### config.mk
export PLATFORM = sky130hd
export DESIGN_NAME = spm_top
export DESIGN_NICKNAME = d
export VERILOG_FILES = /design/src/design/spm_pkg.sv /design/src/design/spm_sync2.sv /design/src/design/spm_top.sv
export VERILOG_INCLUDE_DIRS = /design/src /design/src/design
export SDC_FILE = /design/constraint.sdc
export NUM_CORES = 1
export LEC_CHECK = 0
export BUFFER_PORTS_ARGS = -buffer_cell sky130_fd_sc_hd__buf_2
export CORE_ASPECT_RATIO = 0.5
export CORE_UTILIZATION = 40
export CTS_CLUSTER_SIZE = 12
export DETAILED_ROUTE_END_ITERATION = 12
export PLACE_DENSITY = 0.84
export SLEW_MARGIN = 10
export SYNTH_ARGS = -nofsm -noshare
export SYNTH_HDL_FRONTEND = slang
export SYNTH_SLANG_ARGS = --single-unit
### constraint.sdc
create_clock -name clock -period 1.6 [get_ports clock]
set_clock_uncertainty 0.15 [all_clocks]
set_input_delay 0 -clock clock [delete_from_list [all_inputs] [get_ports clock]]
set_output_delay 0 -clock clock [all_outputs]
set_load 0.02 [all_outputs]
### src/design/spm_regs.svh
`ifndef SPM_REGS_SVH
`define SPM_REGS_SVH
// ----------------------------------------
// Register map (word byte addresses)
// ----------------------------------------
`define SPM_ADDR_CTL 4'h0
`define SPM_ADDR_CTL2 4'h4
`define SPM_ADDR_PORTF 4'h8
`define SPM_ADDR_STAT 4'hC
// ----------------------------------------
// Field positions
// ----------------------------------------
`define SPM_B_CH2_SEL 5
`define SPM_B_CH1_SEL 4
`define SPM_B_CH2_TXI 3
`define SPM_B_CH2_RXI 2
`define SPM_B_CH1_TXI 1
`define SPM_B_CH1_RXI 0
`define SPM_B_CH3_SEL 4
`define SPM_B_CH3_TXI 1
`define SPM_B_CH3_RXI 0
`define SPM_B_PF_CAPT 0
`define SPM_B_PF_IRQ 1
`define SPM_B_PF_P9IRQ 2
`define SPM_B_PF_ASSIGN 3
`define SPM_B_PF_DIR0 4
`define SPM_B_PF_DIR1 5
// ----------------------------------------
// Reserved bits and reset values
// ----------------------------------------
`define SPM_CTL_RSVD 8'hC0
`define SPM_CTL2_RSVD 8'hEC
`define SPM_RESET_BITS 8'h00
`endif

### src/design/spm_pkg.sv
package spm_pkg;
	typedef struct packed {
		logic [3:0] adr;
		logic [31:0] dat;
		logic we;
		logic [3:0] sel;
		logic cyc;
		logic stb;
	} spm_wb_req_s;
	typedef enum logic [2:0] {
		SPM_CLK_GPIO,
		SPM_CLK_IRQ,
		SPM_CLK_OUT,
		SPM_CLK_IN,
		SPM_CLK_BAD
	} spm_clk_fn_e;
endpackage

### src/design/spm_sync2.sv
`timescale 1ns/10ps
`default_nettype none
module spm_sync2 (
	input wire logic clock,
	input wire logic reset,
	input wire logic [3:0] async_in,
	output logic [3:0] sync_out
);
	logic [3:0] meta_q;
	always_ff @(posedge clock or posedge reset) begin
		if (reset) begin
			meta_q <= 4'h0;
			sync_out <= 4'h0;
		end else begin
			meta_q <= async_in;
			sync_out <= meta_q;
		end
	end
endmodule
`default_nettype wire

### src/design/spm_top.sv
// Contract
// Control bit 5 routes channel 2 transmit to its shared pin.
// Software sets channel 2 pin select before enabling its transmitter.
// Control bit 4 routes channel 1 transmit or infrared transmit to pin.
// Software sets channel 1 pin select before enabling its transmitter.
// Control bit 3 inverts channel 2 transmit level.
// Control bit 2 inverts channel 2 receive level.
// Control bit 1 inverts channel 1 transmit, plain or infrared.
// Control bit 0 inverts channel 1 receive, plain or infrared.
// Reserved bits read one and ignore writes in both registers.
// Inversion changes act on pin data right after the write.
// Software changes the registers only while line data is ignored.
// Second control bit 4 routes channel 3 transmit to its pin.
// Software sets channel 3 pin select before enabling its transmitter.
// Second control bit 1 inverts channel 3 transmit level.
// Second control bit 0 inverts channel 3 receive level.
// Timer pin is capture input when mode bit set, else GPIO.
// Clock pin: interrupt first, then GPIO, then mode and clock bits.
// All select and inversion bits reset to zero.
//
// The Wishbone slave port and the register addresses were decided locally.
`timescale 1ns/10ps
`default_nettype none
`include "spm_regs.svh"
module spm_top (
	input wire logic clock,
	input wire logic reset,
	input wire spm_pkg::spm_wb_req_s wb_req,
	output logic [31:0] wb_dat_o,
	output logic wb_ack_o,
	input wire logic ch1_tx_data,
	input wire logic ch2_tx_data,
	input wire logic ch3_tx_data,
	input wire logic ch1_ir_enable,
	input wire logic ch1_ir_tx_data,
	input wire logic ch1_sync_mode,
	input wire logic clock_enable_hi,
	input wire logic clock_enable_lo,
	input wire logic ch1_sck_out,
	input wire logic ch1_transmit_pin_gpio,
	input wire logic ch2_transmit_pin_gpio,
	input wire logic ch3_transmit_pin_gpio,
	input wire logic ch1_receive_pin,
	input wire logic ch2_receive_pin,
	input wire logic ch3_receive_pin,
	input wire logic ch1_serial_clock_pin_i,
	output logic ch1_transmit_pin,
	output logic ch2_transmit_pin,
	output logic ch3_transmit_pin,
	output logic ch1_rx_data,
	output logic ch2_rx_data,
	output logic ch3_rx_data,
	output logic ch1_serial_clock_pin_o,
	output logic ch1_serial_clock_pin_oe,
	output logic ch1_sck_in,
	output logic external_interrupt_input,
	output logic timer_capture_input,
	output logic pf0_oe,
	output logic clock_pin_prohibited
);
	// ----------------------------------------
	// Register bus
	// ----------------------------------------
	logic [7:0] ctl_q;
	logic [7:0] ctl2_q;
	logic [7:0] portf_q;
	logic ack_q;
	logic [31:0] rdat_q;
	// A request is taken once; the pending acknowledge masks the held cycle.
	wire bus_req = wb_req.cyc && wb_req.stb && !ack_q;
	wire bus_wr = bus_req && wb_req.we && wb_req.sel[0];
	wire hit_ctl = wb_req.adr == `SPM_ADDR_CTL;
	wire hit_ctl2 = wb_req.adr == `SPM_ADDR_CTL2;
	wire hit_portf = wb_req.adr == `SPM_ADDR_PORTF;
	wire hit_stat = wb_req.adr == `SPM_ADDR_STAT;
	wire [7:0] wbyte = wb_req.dat[7:0];
	logic [7:0] stat_w;
	// Reserved bits are forced to one on read only, so no storage is wasted.
	wire [7:0] ctl_rd = ctl_q | `SPM_CTL_RSVD;
	wire [7:0] ctl2_rd = ctl2_q | `SPM_CTL2_RSVD;
	wire [7:0] rsel = hit_ctl ? ctl_rd :
		hit_ctl2 ? ctl2_rd :
		hit_portf ? portf_q :
		hit_stat ? stat_w : 8'h00;
	always_ff @(posedge clock or posedge reset) begin
		if (reset) begin
			ctl_q <= `SPM_RESET_BITS;
			ctl2_q <= `SPM_RESET_BITS;
			portf_q <= `SPM_RESET_BITS;
		end else if (bus_wr) begin
			if (hit_ctl)
				ctl_q <= wbyte & ~`SPM_CTL_RSVD;
			if (hit_ctl2)
				ctl2_q <= wbyte & ~`SPM_CTL2_RSVD;
			if (hit_portf)
				portf_q <= wbyte;
		end
	end
	always_ff @(posedge clock or posedge reset) begin
		if (reset) begin
			ack_q <= 1'b0;
			rdat_q <= 32'h0000_0000;
		end else begin
			ack_q <= bus_req;
			rdat_q <= {24'h00_0000, rsel};
		end
	end
	assign wb_ack_o = ack_q;
	assign wb_dat_o = rdat_q;
	// ----------------------------------------
	// Pin input synchronisers
	// ----------------------------------------
	logic [3:0] pins_s;
	spm_sync2 u_sync (
		.clock(clock),
		.reset(reset),
		.async_in({ch1_serial_clock_pin_i, ch3_receive_pin,
			ch2_receive_pin, ch1_receive_pin}),
		.sync_out(pins_s)
	);
	// ----------------------------------------
	// Transmit routing and inversion
	// ----------------------------------------
	wire ch1_sel = ctl_q[`SPM_B_CH1_SEL];
	wire ch2_sel = ctl_q[`SPM_B_CH2_SEL];
	wire ch3_sel = ctl2_q[`SPM_B_CH3_SEL];
	wire ch1_txi = ctl_q[`SPM_B_CH1_TXI];
	wire ch2_txi = ctl_q[`SPM_B_CH2_TXI];
	wire ch3_txi = ctl2_q[`SPM_B_CH3_TXI];
	// Plain and infrared data share one inverter, as the pin does.
	wire ch1_src = ch1_ir_enable ? ch1_ir_tx_data : ch1_tx_data;
	wire ch1_tx_d = ch1_sel ?
		ch1_src ^ ch1_txi : ch1_transmit_pin_gpio;
	wire ch2_tx_d = ch2_sel ?
		ch2_tx_data ^ ch2_txi : ch2_transmit_pin_gpio;
	wire ch3_tx_d = ch3_sel ?
		ch3_tx_data ^ ch3_txi : ch3_transmit_pin_gpio;
	// Receive inversion applies to the synchronised pin level.
	// A setting change flips data in flight; software must mask the line.
	wire ch1_rx_d = pins_s[0] ^ ctl_q[`SPM_B_CH1_RXI];
	wire ch2_rx_d = pins_s[1] ^ ctl_q[`SPM_B_CH2_RXI];
	wire ch3_rx_d = pins_s[2] ^ ctl2_q[`SPM_B_CH3_RXI];
	// ----------------------------------------
	// Port F pin functions
	// ----------------------------------------
	wire capt_mode = portf_q[`SPM_B_PF_CAPT];
	wire irq_sel = portf_q[`SPM_B_PF_IRQ] && !portf_q[`SPM_B_PF_P9IRQ];
	wire assign_sel = portf_q[`SPM_B_PF_ASSIGN];
	wire dir0 = portf_q[`SPM_B_PF_DIR0];
	wire dir1 = portf_q[`SPM_B_PF_DIR1];
	spm_pkg::spm_clk_fn_e clk_fn;
	always_comb begin
		clk_fn = spm_pkg::SPM_CLK_GPIO;
		if (irq_sel)
			clk_fn = spm_pkg::SPM_CLK_IRQ;
		else if (!assign_sel)
			clk_fn = spm_pkg::SPM_CLK_GPIO;
		else if (!ch1_sync_mode) begin
			if (clock_enable_hi)
				clk_fn = clock_enable_lo ? spm_pkg::SPM_CLK_BAD :
					spm_pkg::SPM_CLK_IN;
			else if (clock_enable_lo)
				clk_fn = spm_pkg::SPM_CLK_OUT;
		end else begin
			if (clock_enable_lo)
				clk_fn = spm_pkg::SPM_CLK_BAD;
			else
				clk_fn = clock_enable_hi ? spm_pkg::SPM_CLK_IN :
					spm_pkg::SPM_CLK_OUT;
		end
	end
	wire sck_oe_d = (clk_fn == spm_pkg::SPM_CLK_OUT) ||
		((clk_fn == spm_pkg::SPM_CLK_GPIO) && dir1);
	wire sck_o_d = (clk_fn == spm_pkg::SPM_CLK_OUT) ? ch1_sck_out : 1'b0;
	wire is_clk_in = clk_fn == spm_pkg::SPM_CLK_IN;
	wire is_irq = clk_fn == spm_pkg::SPM_CLK_IRQ;
	wire is_bad = clk_fn == spm_pkg::SPM_CLK_BAD;
	assign stat_w = {4'h0, is_bad, is_irq, is_clk_in, sck_oe_d};
	// ----------------------------------------
	// Registered outputs
	// ----------------------------------------
	always_ff @(posedge clock or posedge reset) begin
		if (reset) begin
			ch1_transmit_pin <= 1'b0;
			ch2_transmit_pin <= 1'b0;
			ch3_transmit_pin <= 1'b0;
			ch1_rx_data <= 1'b0;
			ch2_rx_data <= 1'b0;
			ch3_rx_data <= 1'b0;
		end else begin
			ch1_transmit_pin <= ch1_tx_d;
			ch2_transmit_pin <= ch2_tx_d;
			ch3_transmit_pin <= ch3_tx_d;
			ch1_rx_data <= ch1_rx_d;
			ch2_rx_data <= ch2_rx_d;
			ch3_rx_data <= ch3_rx_d;
		end
	end
	always_ff @(posedge clock or posedge reset) begin
		if (reset) begin
			ch1_serial_clock_pin_o <= 1'b0;
			ch1_serial_clock_pin_oe <= 1'b0;
			ch1_sck_in <= 1'b0;
			external_interrupt_input <= 1'b0;
			timer_capture_input <= 1'b0;
			pf0_oe <= 1'b0;
			clock_pin_prohibited <= 1'b0;
		end else begin
			ch1_serial_clock_pin_o <= sck_o_d;
			ch1_serial_clock_pin_oe <= sck_oe_d;
			ch1_sck_in <= is_clk_in & pins_s[3];
			external_interrupt_input <= is_irq & pins_s[3];
			timer_capture_input <= capt_mode & pins_s[3];
			pf0_oe <= !capt_mode && dir0;
			clock_pin_prohibited <= is_bad;
		end
	end
	// ----------------------------------------
	// Checks
	// ----------------------------------------
	a_ch2_tx_route: assert property (@(posedge clock) disable iff (reset)
		ch2_sel |=> ch2_transmit_pin ==
			($past(ch2_tx_data) ^ $past(ch2_txi)))
		else $error("channel 2 transmit pin wrong");
	a_ch1_tx_route: assert property (@(posedge clock) disable iff (reset)
		(ch1_sel && !ch1_ir_enable) |=> ch1_transmit_pin ==
			($past(ch1_tx_data) ^ $past(ch1_txi)))
		else $error("channel 1 transmit pin wrong");
	a_ch1_ir_inv: assert property (@(posedge clock) disable iff (reset)
		(ch1_sel && ch1_ir_enable && ch1_txi)
			|=> ch1_transmit_pin != $past(ch1_ir_tx_data))
		else $error("infrared transmit not inverted");
	a_ch3_tx_route: assert property (@(posedge clock) disable iff (reset)
		!ch3_sel |=> ch3_transmit_pin == $past(ch3_transmit_pin_gpio))
		else $error("channel 3 pin not general I/O");
	a_ch2_rx_inv: assert property (@(posedge clock) disable iff (reset)
		ch2_rx_data == ($past(pins_s[1]) ^ $past(ctl_q[`SPM_B_CH2_RXI])))
		else $error("channel 2 receive inversion wrong");
	a_ch1_rx_inv: assert property (@(posedge clock) disable iff (reset)
		ch1_rx_data == ($past(pins_s[0]) ^ $past(ctl_q[`SPM_B_CH1_RXI])))
		else $error("channel 1 receive inversion wrong");
	a_ch3_rx_inv: assert property (@(posedge clock) disable iff (reset)
		ch3_rx_data == ($past(pins_s[2]) ^ $past(ctl2_q[`SPM_B_CH3_RXI])))
		else $error("channel 3 receive inversion wrong");
	a_ch3_tx_inv: assert property (@(posedge clock) disable iff (reset)
		ch3_sel |=> ch3_transmit_pin ==
			($past(ch3_tx_data) ^ $past(ch3_txi)))
		else $error("channel 3 transmit inversion wrong");
	a_ch2_tx_gpio: assert property (@(posedge clock) disable iff (reset)
		!ch2_sel |=> ch2_transmit_pin == $past(ch2_transmit_pin_gpio))
		else $error("channel 2 pin not general I/O");
	a_ch1_tx_gpio: assert property (@(posedge clock) disable iff (reset)
		!ch1_sel |=> ch1_transmit_pin == $past(ch1_transmit_pin_gpio))
		else $error("channel 1 pin not general I/O");
	a_rsvd_ones: assert property (@(posedge clock) disable iff (reset)
		(ctl_rd[7:6] == 2'b11) && (ctl2_rd[7:5] == 3'b111)
			&& (ctl2_rd[3:2] == 2'b11))
		else $error("reserved bits not one");
	a_rsvd_unstored: assert property (@(posedge clock) disable iff (reset)
		(ctl_q[7:6] == 2'b00) && (ctl2_q[7:5] == 3'b000)
			&& (ctl2_q[3:2] == 2'b00))
		else $error("reserved bits took a write");
	a_inv_immediate: assert property (@(posedge clock) disable iff (reset)
		(bus_wr && hit_ctl2) |=> ##1 ch3_transmit_pin ==
			($past(ch3_sel) ? ($past(ch3_tx_data) ^
			$past(ch3_txi)) : $past(ch3_transmit_pin_gpio)))
		else $error("inversion change late");
	a_ack_pulse: assert property (@(posedge clock) disable iff (reset) // local Wishbone port
		wb_ack_o |=> !wb_ack_o)
		else $error("acknowledge longer than one cycle");
	a_clk_bad: assert property (@(posedge clock) disable iff (reset)
		is_bad |=> clock_pin_prohibited && !ch1_serial_clock_pin_oe)
		else $error("prohibited clock setting drives the pin");
	a_clk_gpio: assert property (@(posedge clock) disable iff (reset)
		(!irq_sel && !assign_sel) |=>
			ch1_serial_clock_pin_oe == $past(dir1))
		else $error("clock pin ignores its direction bit");
	a_timer_capture_input_value: assert property (@(posedge clock) disable iff (reset)
		capt_mode |=> timer_capture_input == $past(pins_s[3]))
		else $error("timer capture input wrong");
	a_irq_priority: assert property (@(posedge clock) disable iff (reset)
		irq_sel |=> !ch1_serial_clock_pin_oe && !ch1_sck_in)
		else $error("interrupt did not take the pin");
	a_timer_capture_input_input: assert property (@(posedge clock) disable iff (reset)
		capt_mode |=> !pf0_oe)
		else $error("timer pin driven in capture mode");
endmodule
`default_nettype wire

## Yosys cells after proc, flatten, opt, wreduce, memory -nomap -nowiden

Index checks and enable logic that the tools add are counted.
Widths: inputs -> output; s select.

- Register bits after elaboration: 47
- Output and inout bits: 46
- Word-level logic and storage cells: 69
- Bits of input ports: 61

- Bitwise logic cells: 9
- Multiplexer cells: 17
- Eq/ne operators: 7
- Reduce and logical (&&, ||, !) cells: 16

Operator list:

| cell | number |
|---|---|
| $mux 8 | 3 |
| $mux 3 | 6 |
| $eq 4x4->1 const B | 2 |
| $logic_and 1x1->1 | 7 |
| $eq 3x2->1 const B | 2 |
| $mux 1 | 6 |
| $reduce_and 2->1 | 3 |
| $xor 1x1->1 | 6 |
| $eq 4x3->1 const B | 1 |
| $logic_not 4->1 | 1 |
| $mux 4 | 1 |
| $and 1x1->1 | 3 |
| $eq 3x1->1 const B | 1 |
| $eq 3x3->1 const B | 1 |
| $logic_not 1->1 | 3 |
| $logic_not 3->1 | 1 |
| $mux 2 | 1 |
| $logic_or 1x1->1 | 1 |

## Longest topological paths before layout

Gate-level depths: netlist (run 1).

- Depth after elaboration: 12
- Gate-level depth with buffers: 6
- Gate-level depth less buffers: 6

## Cells and area by module

From an unflattened synthesis (run 1), not the netlist that was laid out.

- Cells, all modules: 173
- Area total of the unflattened synthesis: 2057.0 µm²

Modules (own cells, without submodules):

| module | cells an instance | area each (µm²) | instances | sequential area each (µm²) |
|---|---|---|---|---|
| spm_top | 164 | 1853.0 | 1 | 975.9 |
| spm_sync2 | 9 | 203.9 | 1 | 200.2 |

## Worst setup path before layout (run 1)

No wires, ideal clock.

- Path kind: reg-to-reg
- Start point: reg ack_q, in the netlist wb_ack_o
- End point: reg ctl_q[0]
- Cell stages (with the launch flop): 4
- Path buffers: 0
- Path slack: 0.028 ns
- Data arrival time: 1.298 ns
- Clock period less this slack: 1.572 ns
- Library setup time: 0.125 ns
- Required time: 1.325 ns
- Cell sequence: dfrtp_1 > nor4_4 > nand2_1 > mux2_2

- Word-level cells in the longest chain between the ends: 5

Ends and longest elaborated chain:

| element | line | text |
|---|---|---|
| from (decl) | spm_top.sv:67 | `logic ack_q;` |
| from (signal assigned) | spm_top.sv:104 | `ack_q <= bus_req;` |
| $logic_not 1->1 | spm_top.sv:70 | `wire bus_req = wb_req.cyc && wb_req.stb && !ack_q;` |
| $logic_and 1x1->1 | spm_top.sv:70 |  |
| $logic_and 1x1->1 (2 in series) | spm_top.sv:71 | `wire bus_wr = bus_req && wb_req.we && wb_req.sel[0];` |
| $reduce_and 2->1 (no line) | -- |  |
| to (signal assigned) | spm_top.sv:87 | `` ctl_q <= `SPM_RESET_BITS; `` |
| to (signal assigned) | spm_top.sv:92 | `` ctl_q <= wbyte & ~`SPM_CTL_RSVD; `` |
| to (decl) | spm_top.sv:64 | `logic [7:0] ctl_q;` |

No other way between the ends.
A chain may end at the register's enable or synchronous reset.

## Worst setup path after layout (run 1)

- Start point: reg ctl_q[3]
- End point: reg ch2_transmit_pin

- Word-level cells in the longest chain between the ends: 2

Ends and longest elaborated chain:

| element | line | text |
|---|---|---|
| $xor 1x1->1 | spm_top.sv:135 | `ch2_tx_data ^ ch2_txi : ch2_transmit_pin_gpio;` |
| $mux 1 | spm_top.sv:134 | `wire ch2_tx_d = ch2_sel ?` |
| named net ch2_tx_d | spm_top.sv:134 |  |
| to (signal assigned) | spm_top.sv:192 | `ch2_transmit_pin <= ch2_tx_d;` |
| to (decl) | spm_top.sv:48 | `output logic ch2_transmit_pin,` |

The timed path passes the listed nets, and every way through them passes these cells.

==> results.yml, run 1 <==
run_status:
  status: "finished, violations left"
  violations: "hold timing"
grt:
  grt_pass1_vias: 1495
  grtUsageTotal: 0.1668
  grt_max_degree: 27
  grt_overflow: 0
  grt_first_pass_wirelength_mm: 6.906
  antenna_found_initial: 0
critical_path:
  reg2reg_setup_slack_ns: 0.03
  crit_fanout: 3
  timing.rr.start: "ctl_q[3]$_DFFE_PP0P_"
  critPathRequiredTime_ns: 1.64
  arrival_ns: 1.60
  worstReg2RegEnd: "ch2_transmit_pin$_DFF_PP0_"
  crit_type: "flip-flop to flip-flop"
  ff2ff_path_depth: 3
  endpoint_kind: "flip-flop"
  cp-start-kind: "flip-flop"
clock_network:
  clockBufferDepth: 2
  cts_tree: "done"
  cts_sinks: 47
  cts-root-buf: "clkbuf_8"
  cts-htree-levels: 2
  clock_latency_ns: 0.30
  clkTransAtPathRegs_ns: 0.09
  numCtsBuffers: 5
synthesis:
  syn_area_sq_um: 2064
  synth.avg_cell_area_sq_um: 12.07
  synth_edf_count: 0
  ys_warn_count: 0
  yosys.cell_count.top_type: "dfrtp_1"
  yosys-top-cells-count: "47 x dfrtp_1, 24 x buf_4, 18 x mux2_2"
  ys_top_cells_by_area: "dfrtp_1 57%, mux2_2 9.8%, buf_4 8.7%, mux2i_1 2.9%, nor2_1 2.4%"
  synth_top_area_share: 0.5697
  synth_cells: 171
  synth_cell_types: 35
  synthArstFlopShare: 1.000
  ys_ff_latch: 47
  synth.largest_area_cell: "dfrtp_1"
  seq_area_frac_synth: 0.5697
  ys.flop_type: "dfrtp_1"
timing:
  max_freq_mhz: 638.5
  final-hold-violation-count: 1
  holdWs_ns: -0.01348
  slew_violations: 0
  fin_crit_ns: 1.566
  setup_viol: 0
  post-route-period-util: 0.9789
routing:
  vias: 1526
  drcViolationCount: 0
  detail-route-antenna-nets: 0
  dr.pass1.iters: 4
  drt_iter0_drc: 74
  wire_per_inst_um: 13.59
  wl_mm: 4.456
  via_per_inst: 4.652
final_layout:
  fill_cells: 385
  insertedDiodeCount: 0
  final_nets: 320
  final_util: 0.5475
  syn2layout_area_growth_pct: 31.39
  drive_above_1_share: 0.3605
  final_cells: 328
die:
  start_util: 0.4167
  die_w_um: 103.6
  die-area_sq_um: 5470
  die_h_um: 52.80
  core_area_sq_um: 4955
  rows: 18
  io_pins: 107
power:
  ir_worst_vdd_v: 0.0003886
  p_sw_frac: 0.2790
  power_frac_seq: 0.542
  p_int_uw: 1733
  p_leak_uw: 0.001400
  p_per_area_nw_per_um2: 886.0
  power_switching_uw: 670.5
  combinationalPowerShare: 0.164
  p_clk_frac: 0.294
min_path:
  whs_path_depth: 4
  holdPathEnd: "ch1_transmit_pin$_DFF_PP0_"
  hold_path.class: "primary input to flip-flop"
  hp-start: "ch1_ir_tx_data"
placed_design:
  dp_hpwl_mm: 2.876
  gp_congestion: 0.7966
  port_buffers: 55
  dp_cells: 296
job:
  drv_cap: 0
[how the worst max path moves through the flow]
stage	startpoint	endpoint	slack (ns)	cells past startpoint
global route	ctl_q[3]$_DFFE_PP0P_	ch2_transmit_pin$_DFF_PP0_	-0.02	3
CTS	wb_ack_o$_DFF_PP0_	ctl_q[5]$_DFFE_PP0P_	0.07	4
finish	ctl_q[3]$_DFFE_PP0P_	ch2_transmit_pin$_DFF_PP0_	0.03	3
detailed placement	wb_ack_o$_DFF_PP0_	ctl_q[5]$_DFFE_PP0P_	-0.02	4
floorplan	wb_ack_o$_DFF_PP0_	ctl_q[0]$_DFFE_PP0P_	0.03	3
global placement	wb_ack_o$_DFF_PP0_	ctl_q[2]$_DFFE_PP0P_	0.02	4
[layer usage]
metal,wire [um],track usage,part of all wire,vias to the layer above
li1,-,-,-,699
met1,1886,0.1980,0.42,740
met2,2216,0.2852,0.50,73
met3,217,0.03478,0.049,14
met4,136,0.1111,0.031,0
met5,0,0,0,-
[registers in the layout (all words and copies together) (netlist names), 3 cells and up]
| register | cells |
|---|---|
| u_sync.meta_q | 4 |
| ctl2_q | 3 |
| ctl_q | 6 |
| wb_dat_o | 8 |
| u_sync.sync_out | 4 |
| portf_q | 8 |
[what timing repair did]
item                       CTS  global route
hold buffers                24             0
pin swaps                    1             0
buffers inserted             0             0
cloned                       0             0
setup endpoints to repair   14             2
resized for setup            0             4
hold endpoints to repair    80             0
[per-stage QoR]
stage | total power (uW) | cell area (sq um) | TNS, ns | setup slack [ns]
CTS | 2400 | 2695 | 0 | 0.06645
floorplan | 1578 | 2151 | 0 | 0.02759
detailed placement | 1657 | 2367 | -0.07294 | -0.02362
global placement | 1641 | 2367 | 0 | 0.02020
global route | 2520 | 2713 | -0.02308 | -0.02308
finish | 2403 | 2713 | 0 | 0.03381
[layout make-up]
cell class / count / area (sq um) / share of cell area
Sequential cell: 47 / 1177 / 0.4340
Multi-Input combinational cell: 113 / 772.0 / 0.2846
Timing Repair Buffer: 84 / 565.5 / 0.2085
Tap cell: 70 / 87.58 / 0.03229
Clock buffer: 5 / 68.82 / 0.02537
Inverter: 6 / 22.52 / 0.008303
Clock inverter: 3 / 18.77 / 0.006919
[worst max-delay path: stages (launching register included)]
cell	delay [ns]
dfrtp_2	0.44
xnor2_2	0.19
a21oi_1	0.11
dlygate4sd3_1	0.57
[power by group through the flow]
| stage | logic (uW) | clock network (uW) | registers [uW] |
|---|---|---|---|
| final | 394 | 706 | 1300 |
| after global routing | 429 | 778 | 1310 |
| after CTS | 382 | 719 | 1300 |
| after detailed placement | 333 | 0 | 1320 |
| after global placement | 322 | 0 | 1320 |
| after floorplan | 225 | 0 | 1350 |
[kinds of logic (layout without fill, tap and decap cells)]
kind of cell,count (synthesis),in the layout,share of synthesized area
buf+inv,34,98,0.1061
xor+xnor,6,6,0.02546
other cells,1,24,0.001816
compound gates,19,19,0.05637
flops,47,47,0.5697
fa+ha+maj,2,2,0.01212
simple gates,38,38,0.1012
mux,24,24,0.1273
[cell usage in the layout, fill, tap and decap left out, drive strengths merged]
master and instances:
nor3 1, o311ai 1, nand2b 4, xor2 3, nand3b 2, nand2 8, inv 7, mux2 18
xnor2 3, nor2b 2, o22ai 1, conb 24, mux2i 6, ha 2, nor3b 1, buf 60
nor4 1, o21ai 6, nand3 1, nand4bb 1, dfrtp 47, clkbuf 5, nor2 13, a31oi 1
or2 1, dlygate4sd3 24, a311oi 1, a22o 1, o311a 1, clkinv 2, and2 1, nand4 1
o211ai 1, and3 1, a21oi 6
No activity file was read; power rests on OpenSTA's default activity.
==> run 2: changes to the inputs <==
--- a/config.mk
+++ b/config.mk
@@ -9,9 +9,11 @@
 export BUFFER_PORTS_ARGS = -buffer_cell sky130_fd_sc_hd__buf_2
 export CORE_ASPECT_RATIO = 0.5
 export CORE_UTILIZATION = 40
-export CTS_CLUSTER_SIZE = 12
+export CTS_CLUSTER_SIZE = 25
 export DETAILED_ROUTE_END_ITERATION = 12
+export HOLD_SLACK_MARGIN = 0.06
 export PLACE_DENSITY = 0.84
+export REMOVE_ABC_BUFFERS = 1
 export SLEW_MARGIN = 10
 export SYNTH_ARGS = -nofsm -noshare
 export SYNTH_HDL_FRONTEND = slang
==> run 2 against run 1 <==
The run ends with DRC left. Routed wire length is 15% higher. Maximum frequency fell by 1.7%. Critical path depth is 3 higher. Highest routed layer unchanged. Critical path type is now primary input to flip-flop. Cell count increased by 3.4%. Sequential power barely moved. Via count rose by 8.3%. Utilization is 2.2 points higher. Die area is the same. Clock-buffer cell count rose by 1. Global-route usage rose by 2.2 points.
==> results.yml, run 2 (synthesis gave the netlist of run 1 again) <==
timing:
  setup_viol: 0
  final-hold-violation-count: 0
  fin_crit_ns: 1.593
  slew_violations: 0
  post-route-period-util: 0.9959
  max_freq_mhz: 627.6
  fin_tns_setup_ns: 0
  rsz0062_at_grt: "false"
die:
  core_area_sq_um: 4955
  die-area_sq_um: 5470
  die_h_um: 52.80
  start_util: 0.4167
  rows: 18
  io_pins: 107
  die_w_um: 103.6
final_layout:
  design_area_sq_um: 2824
  mostFrequentLayoutCells: "54 x buf_2, 47 x dfrtp_1, 35 x dlygate4sd3_1, 24 x conb_1, 18 x mux2_2"
  syn2layout_area_growth_pct: 36.79
  insertedDiodeCount: 0
  final_nets: 331
  layout_commonest_cell: "buf_2"
  drive_above_1_share: 0.3420
  fill_cells: 383
  final_util: 0.5699
grt:
  grt_pass1_vias: 1521
  grt_overflow: 0
  met2_usage: 0.3434
  top_usage_layer: "met2"
  grt_first_pass_wirelength_mm: 7.514
  antenna_found_initial: 0
  met1_usage: 0.2085
  grt_max_degree: 39
  grtUsageTotal: 0.1884
  grtUsageMet3: 0.04720
placed_design:
  gp_congestion: 0.7778
  port_buffers: 55
  postPlaceCellArea_sq_um: 2352
  dp_hpwl_mm: 2.858
critical_path:
  crit_type: "primary input to flip-flop"
  cp-start-kind: "primary input"
  crit_fanout: 5
  critPathRequiredTime_ns: 1.66
  endpoint_kind: "flip-flop"
  arrival_ns: 1.66
routing:
  dr.pass1.iters: 9
  drcViolationCount: 2
  drt_iter0_drc: 153
  via_per_inst: 4.876
  detail-route-antenna-nets: 0
  vias: 1653
  wl_mm: 5.139
  wire_per_inst_um: 15.16
clock_network:
  cts_sinks: 47
  numCtsBuffers: 5
  cts_tree: "done"
  clkTransAtPathRegs_ns: 0.08
  clockBufferDepth: 2
  cts-root-buf: "clkbuf_8"
  cts-htree-levels: 2
  clock_latency_ns: 0.31
run_status:
  status: "finished, violations left"
  violations: "DRC"
min_path:
  hold_path.class: "primary input to flip-flop"
power:
  ir_worst_vdd_v: 0.0004244
  p_leak_uw: 0.001454
  p_per_area_nw_per_um2: 864.1
job:
  drv_cap: 0
-- run 2: per-stage QoR --
step | worst slack [ns] | power (uW) | std cells | hold WS [ns]
2_1_floorplan | 0.02759 | 1524 | 166 | -0.1186
6_report | 0.006518 | 2440 | 339 | 0.09723
3_3_place_gp | -0.01768 | 1641 | 294 | -0.2238
5_1_grt | 0.001023 | 2534 | 339 | 0.1004
3_5_place_dp | -0.02941 | 1660 | 294 | -0.2236
4_1_cts | -0.02340 | 2419 | 337 | 0.06142
-- run 2: path summary, 6_finish.rpt --
path,startpoint,endpoint,slack (ns),depth (start not counted)
max,ch1_sync_mode,wb_dat_o[1]$_DFF_PP0_,0.007,6
min,clock_enable_lo,ch1_serial_clock_pin_oe$_DFF_PP0_,0.1,4
max reg2reg,ctl2_q[1]$_DFFE_PP0P_,ch3_transmit_pin$_DFF_PP0_,0.08,3
min reg2reg,u_sync.meta_q[1]$_DFF_PP0_,u_sync.sync_out[1]$_DFF_PP0_,0.20,0
max in group asynchronous,reset,ch2_rx_data$_DFF_PP0_,0.27,5
min in group asynchronous,reset,wb_dat_o[6]$_DFF_PP0_,0.57,4
-- run 2: per-layer routing --
metal	vias to the layer above	wire length [um]	part of all wire
met5	-	0	0
met4	0	131	0.025
met3	18	460	0.090
met2	121	2575	0.50
met1	792	1972	0.38
li1	722	-	-
-- run 2: where the power goes --
group | internal (uW) | switching (uW) | total (uW)
sequential | 1260 | 47.8 | 1310
combinational | 187 | 242 | 429
clock | 306 | 400 | 706
-- run 2: layout make-up --
cell class | instances | area (sq um) | area share
Clock buffer | 6 | 72.57 | 0.02570
Clock inverter | 2 | 12.51 | 0.004431
Inverter | 6 | 22.52 | 0.007975
Multi-Input combinational cell | 113 | 774.5 | 0.2743
Sequential cell | 47 | 1176 | 0.4165
Tap cell | 70 | 87.58 | 0.03101
Timing Repair Buffer | 95 | 678.2 | 0.2401
-- run 2: what timing repair did --
| action | in CTS | in global routing |
|---|---|---|
| hold endpoints to repair | 82 | 0 |
| resized for setup | 1 | 6 |
| buffers inserted | 0 | 2 |
| endpoints found under the setup margin | 6 | 20 |
| hold buffers | 35 | 0 |
| pin swaps | 0 | 1 |
-- run 2: worst max-delay path, stage by stage --
cell,delay [ns]
dlygate4sd3_1,0.52
buf_2,0.12
mux2i_1,0.32
and3_1,0.33
o21ai_0,0.16
o22ai_1,0.19
==> run 3: changes to the inputs <==
--- a/config.mk
+++ b/config.mk
@@ -6,9 +6,10 @@
 export SDC_FILE = /design/constraint.sdc
 export NUM_CORES = 1
 export LEC_CHECK = 0
+export ABC_AREA = 1
 export BUFFER_PORTS_ARGS = -buffer_cell sky130_fd_sc_hd__buf_2
 export CORE_ASPECT_RATIO = 0.5
-export CORE_UTILIZATION = 40
+export CORE_UTILIZATION = 41
 export CTS_CLUSTER_SIZE = 25
 export DETAILED_ROUTE_END_ITERATION = 12
 export HOLD_SLACK_MARGIN = 0.06
==> run 3 against run 2 <==
The run ends with hold timing left. Utilization rose by 0.13 points. Synthesized area rose by 5.6%. Setup slack improved by 0.059 ns. Clock-buffer cell count rose by 1. Sequential cell count did not move. First-iteration DRC count fell by 35%. Via count rose by 7.9%. Critical endpoint is now ch1_transmit_pin$_DFF_PP0_.
==> results.yml, run 3 <==
run_status:
  status: "finished, violations left"
  violations: "hold timing"
power:
  p_sw_frac: 0.2772
  p_int_uw: 1732
  combinationalPowerShare: 0.178
  power_frac_seq: 0.544
  p_leak_uw: 0.001572
  ir_worst_vdd_v: 0.0004011
  p_clk_frac: 0.277
  power_switching_uw: 664.2
  p_per_area_nw_per_um2: 835.1
timing:
  post-route-period-util: 0.9593
  worst_slack_ns: 0.06505
  slew_headroom: 0.6623
  fin_tns_setup_ns: 0
  max_freq_mhz: 651.5
  worstMarginPinSlew_ns: 0.5059
  setup_viol: 0
  slew_violations: 0
  final-hold-violation-count: 1
  fin_crit_ns: 1.535
  rsz0062_at_grt: "false"
  holdWs_ns: -0.1390
synthesis:
  synth.avg_cell_area_sq_um: 9.730
  synth_cells: 224
  yosys-top-cells-count: "47 x dfrtp_1, 46 x nand2_1, 28 x inv_1"
  synth_edf_count: 0
  seq_area_frac_synth: 0.5396
  synthArstFlopShare: 1.000
  synth_top_area_share: 0.5396
  ys_ff_latch: 47
  synth_cell_types: 24
  synth.largest_area_cell: "dfrtp_1"
  ys.flop_type: "dfrtp_1"
  ys_top_cells_by_area: "dfrtp_1 54%, buf_4 8.3%, nand2_1 7.9%, inv_1 4.8%, o21ai_2 4.8%"
  ys_warn_count: 0
  yosys.cell_count.top_type: "dfrtp_1"
  syn_area_sq_um: 2180
routing:
  via_per_inst: 4.607
  detail-route-antenna-nets: 0
  dr.pass1.iters: 4
  drcViolationCount: 0
  wl_mm: 5.088
  vias: 1783
  wire_per_inst_um: 13.15
  drt_iter0_drc: 100
clock_network:
  cts-htree-levels: 2
  holdBufCountCts: 32
  clockBufferDepth: 2
  clkTransAtPathRegs_ns: 0.08
  cts_sinks: 47
  cts_tree: "done"
  numCtsBuffers: 5
  clock_latency_ns: 0.30
  cts-root-buf: "clkbuf_8"
final_layout:
  fill_cells: 372
  final_nets: 379
  syn2layout_area_growth_pct: 31.63
  seqCellArea_sq_um: 1176
  multi_input_area_sq_um: 797.0
  layout_commonest_cell: "buf_2"
  mostFrequentLayoutCells: "55 x buf_2, 47 x dfrtp_1, 44 x nand2_1, 30 x dlygate4sd3_1, 27 x inv_1"
  design_area_sq_um: 2869
  insertedDiodeCount: 0
  drive_above_1_share: 0.2997
critical_path:
  endpoint_kind: "flip-flop"
  cp-start-kind: "flip-flop"
  arrival_ns: 1.57
  critPathRequiredTime_ns: 1.63
  ff2ff_path_depth: 3
  crit_type: "flip-flop to flip-flop"
  crit_fanout: 3
placed_design:
  dp_slack_ns: 0.09220
  postPlaceCellArea_sq_um: 2446
  dp_hpwl_mm: 3.138
  gp_congestion: 0.8553
  port_buffers: 55
die:
  die_h_um: 53.56
  start_util: 0.4340
  core_area_sq_um: 5022
  io_pins: 107
  rows: 18
  die-area_sq_um: 5629
  die_w_um: 105.1
job:
  drv_cap: 0
grt:
  grt_overflow: 0
  grt_first_pass_wirelength_mm: 7.783
  grt_max_degree: 26
  grtUsageTotal: 0.1842
  grt_pass1_vias: 1689
  antenna_found_initial: 0
min_path:
  whs_path_depth: 4
  hold_path.class: "primary input to flip-flop"
run 3: changes by cell type in the layout (fill, tap and decap cells not counted), moves of 3 or more:
cell | before | now
mux2i_1 | 6 | 0
inv_1 | 5 | 27
mux2_2 | 18 | 0
nand4_1 | 1 | 5
buf_4 | 5 | 1
o21ai_0 | 6 | 9
o21ai_2 | 0 | 12
nor2_2 | 0 | 3
nand2_1 | 6 | 44
nand3_1 | 1 | 5
nand2b_1 | 3 | 0
nand2_2 | 1 | 8
dlygate4sd3_1 | 35 | 30
run 3: cell families after synthesis:
kind of cell,synth area share
simple gates,0.1894
other cells,0.001721
buf+inv,0.1441
compound gates,0.08955
xor+xnor,0.02411
fa+ha+maj,0.01148
flops,0.5396
run 3: area by class of cell:
class                      count  area share
timing repair buffer          88      0.2146
sequential                    47      0.4099
tap                           70     0.03053
clock inverter                 1    0.001744
inverter                      29     0.03881
clock buffer                   7     0.02660
multi-input combinational    145      0.2778
run 3: stage by stage:
stage,utilization,power [uW],instances
floorplan,-,1551,221
global placement,0.4870,1659,347
detailed placement,0.4870,1673,347
CTS,0.5670,2398,387
global route,0.5713,2501,387
finish,0.5713,2396,387
run 3: routing by layer:
metal / wire, um / track usage / vias to the layer above / part of all wire
li1: - / - / 832 / -
met1: 2019 / 0.2130 / 847 / 0.40
met2: 2611 / 0.3466 / 90 / 0.51
met3: 344 / 0.03511 / 14 / 0.068
met4: 112 / 0.08920 / 0 / 0.022
met5: 0 / 0 / - / 0
run 3: power by group through the flow:
stage | sequential (uW) | clock, uW | combinational [uW]
after CTS | 1300 | 686 | 412
final | 1300 | 665 | 427
after global placement | 1320 | 0 | 339
after detailed placement | 1320 | 0 | 351
after global routing | 1310 | 725 | 465
after floorplan | 1350 | 0 | 197
run 3: final timing paths:
kind / from / to / slack [ns]
worst min register to register: u_sync.meta_q[0]$_DFF_PP0_ / u_sync.sync_out[0]$_DFF_PP0_ / 0.20
max in group asynchronous: reset / u_sync.meta_q[3]$_DFF_PP0_ / 0.66
min in group asynchronous: reset / timer_capture_input$_DFF_PP0_ / 0.14
worst min-delay path: wb_req[41] / wb_dat_o[6]$_DFF_PP0_ / -0.14
worst max-delay path: ctl_q[1]$_DFFE_PP0P_ / ch1_transmit_pin$_DFF_PP0_ / 0.07
worst max register to register: ctl_q[1]$_DFFE_PP0P_ / ch1_transmit_pin$_DFF_PP0_ / 0.07
run 3: critical path, cell delays in order (launching register included):
cell,delay [ns]
dfrtp_1,0.42
xnor2_1,0.17
o21ai_0,0.10
dlygate4sd3_1,0.57
run 3: repair_timing:
item | 4_1_cts | 5_1_grt
endpoints found under the hold margin | 84 | 3
buffers inserted | 0 | 1
setup endpoints to repair | 0 | 14
resized for setup | 0 | 8
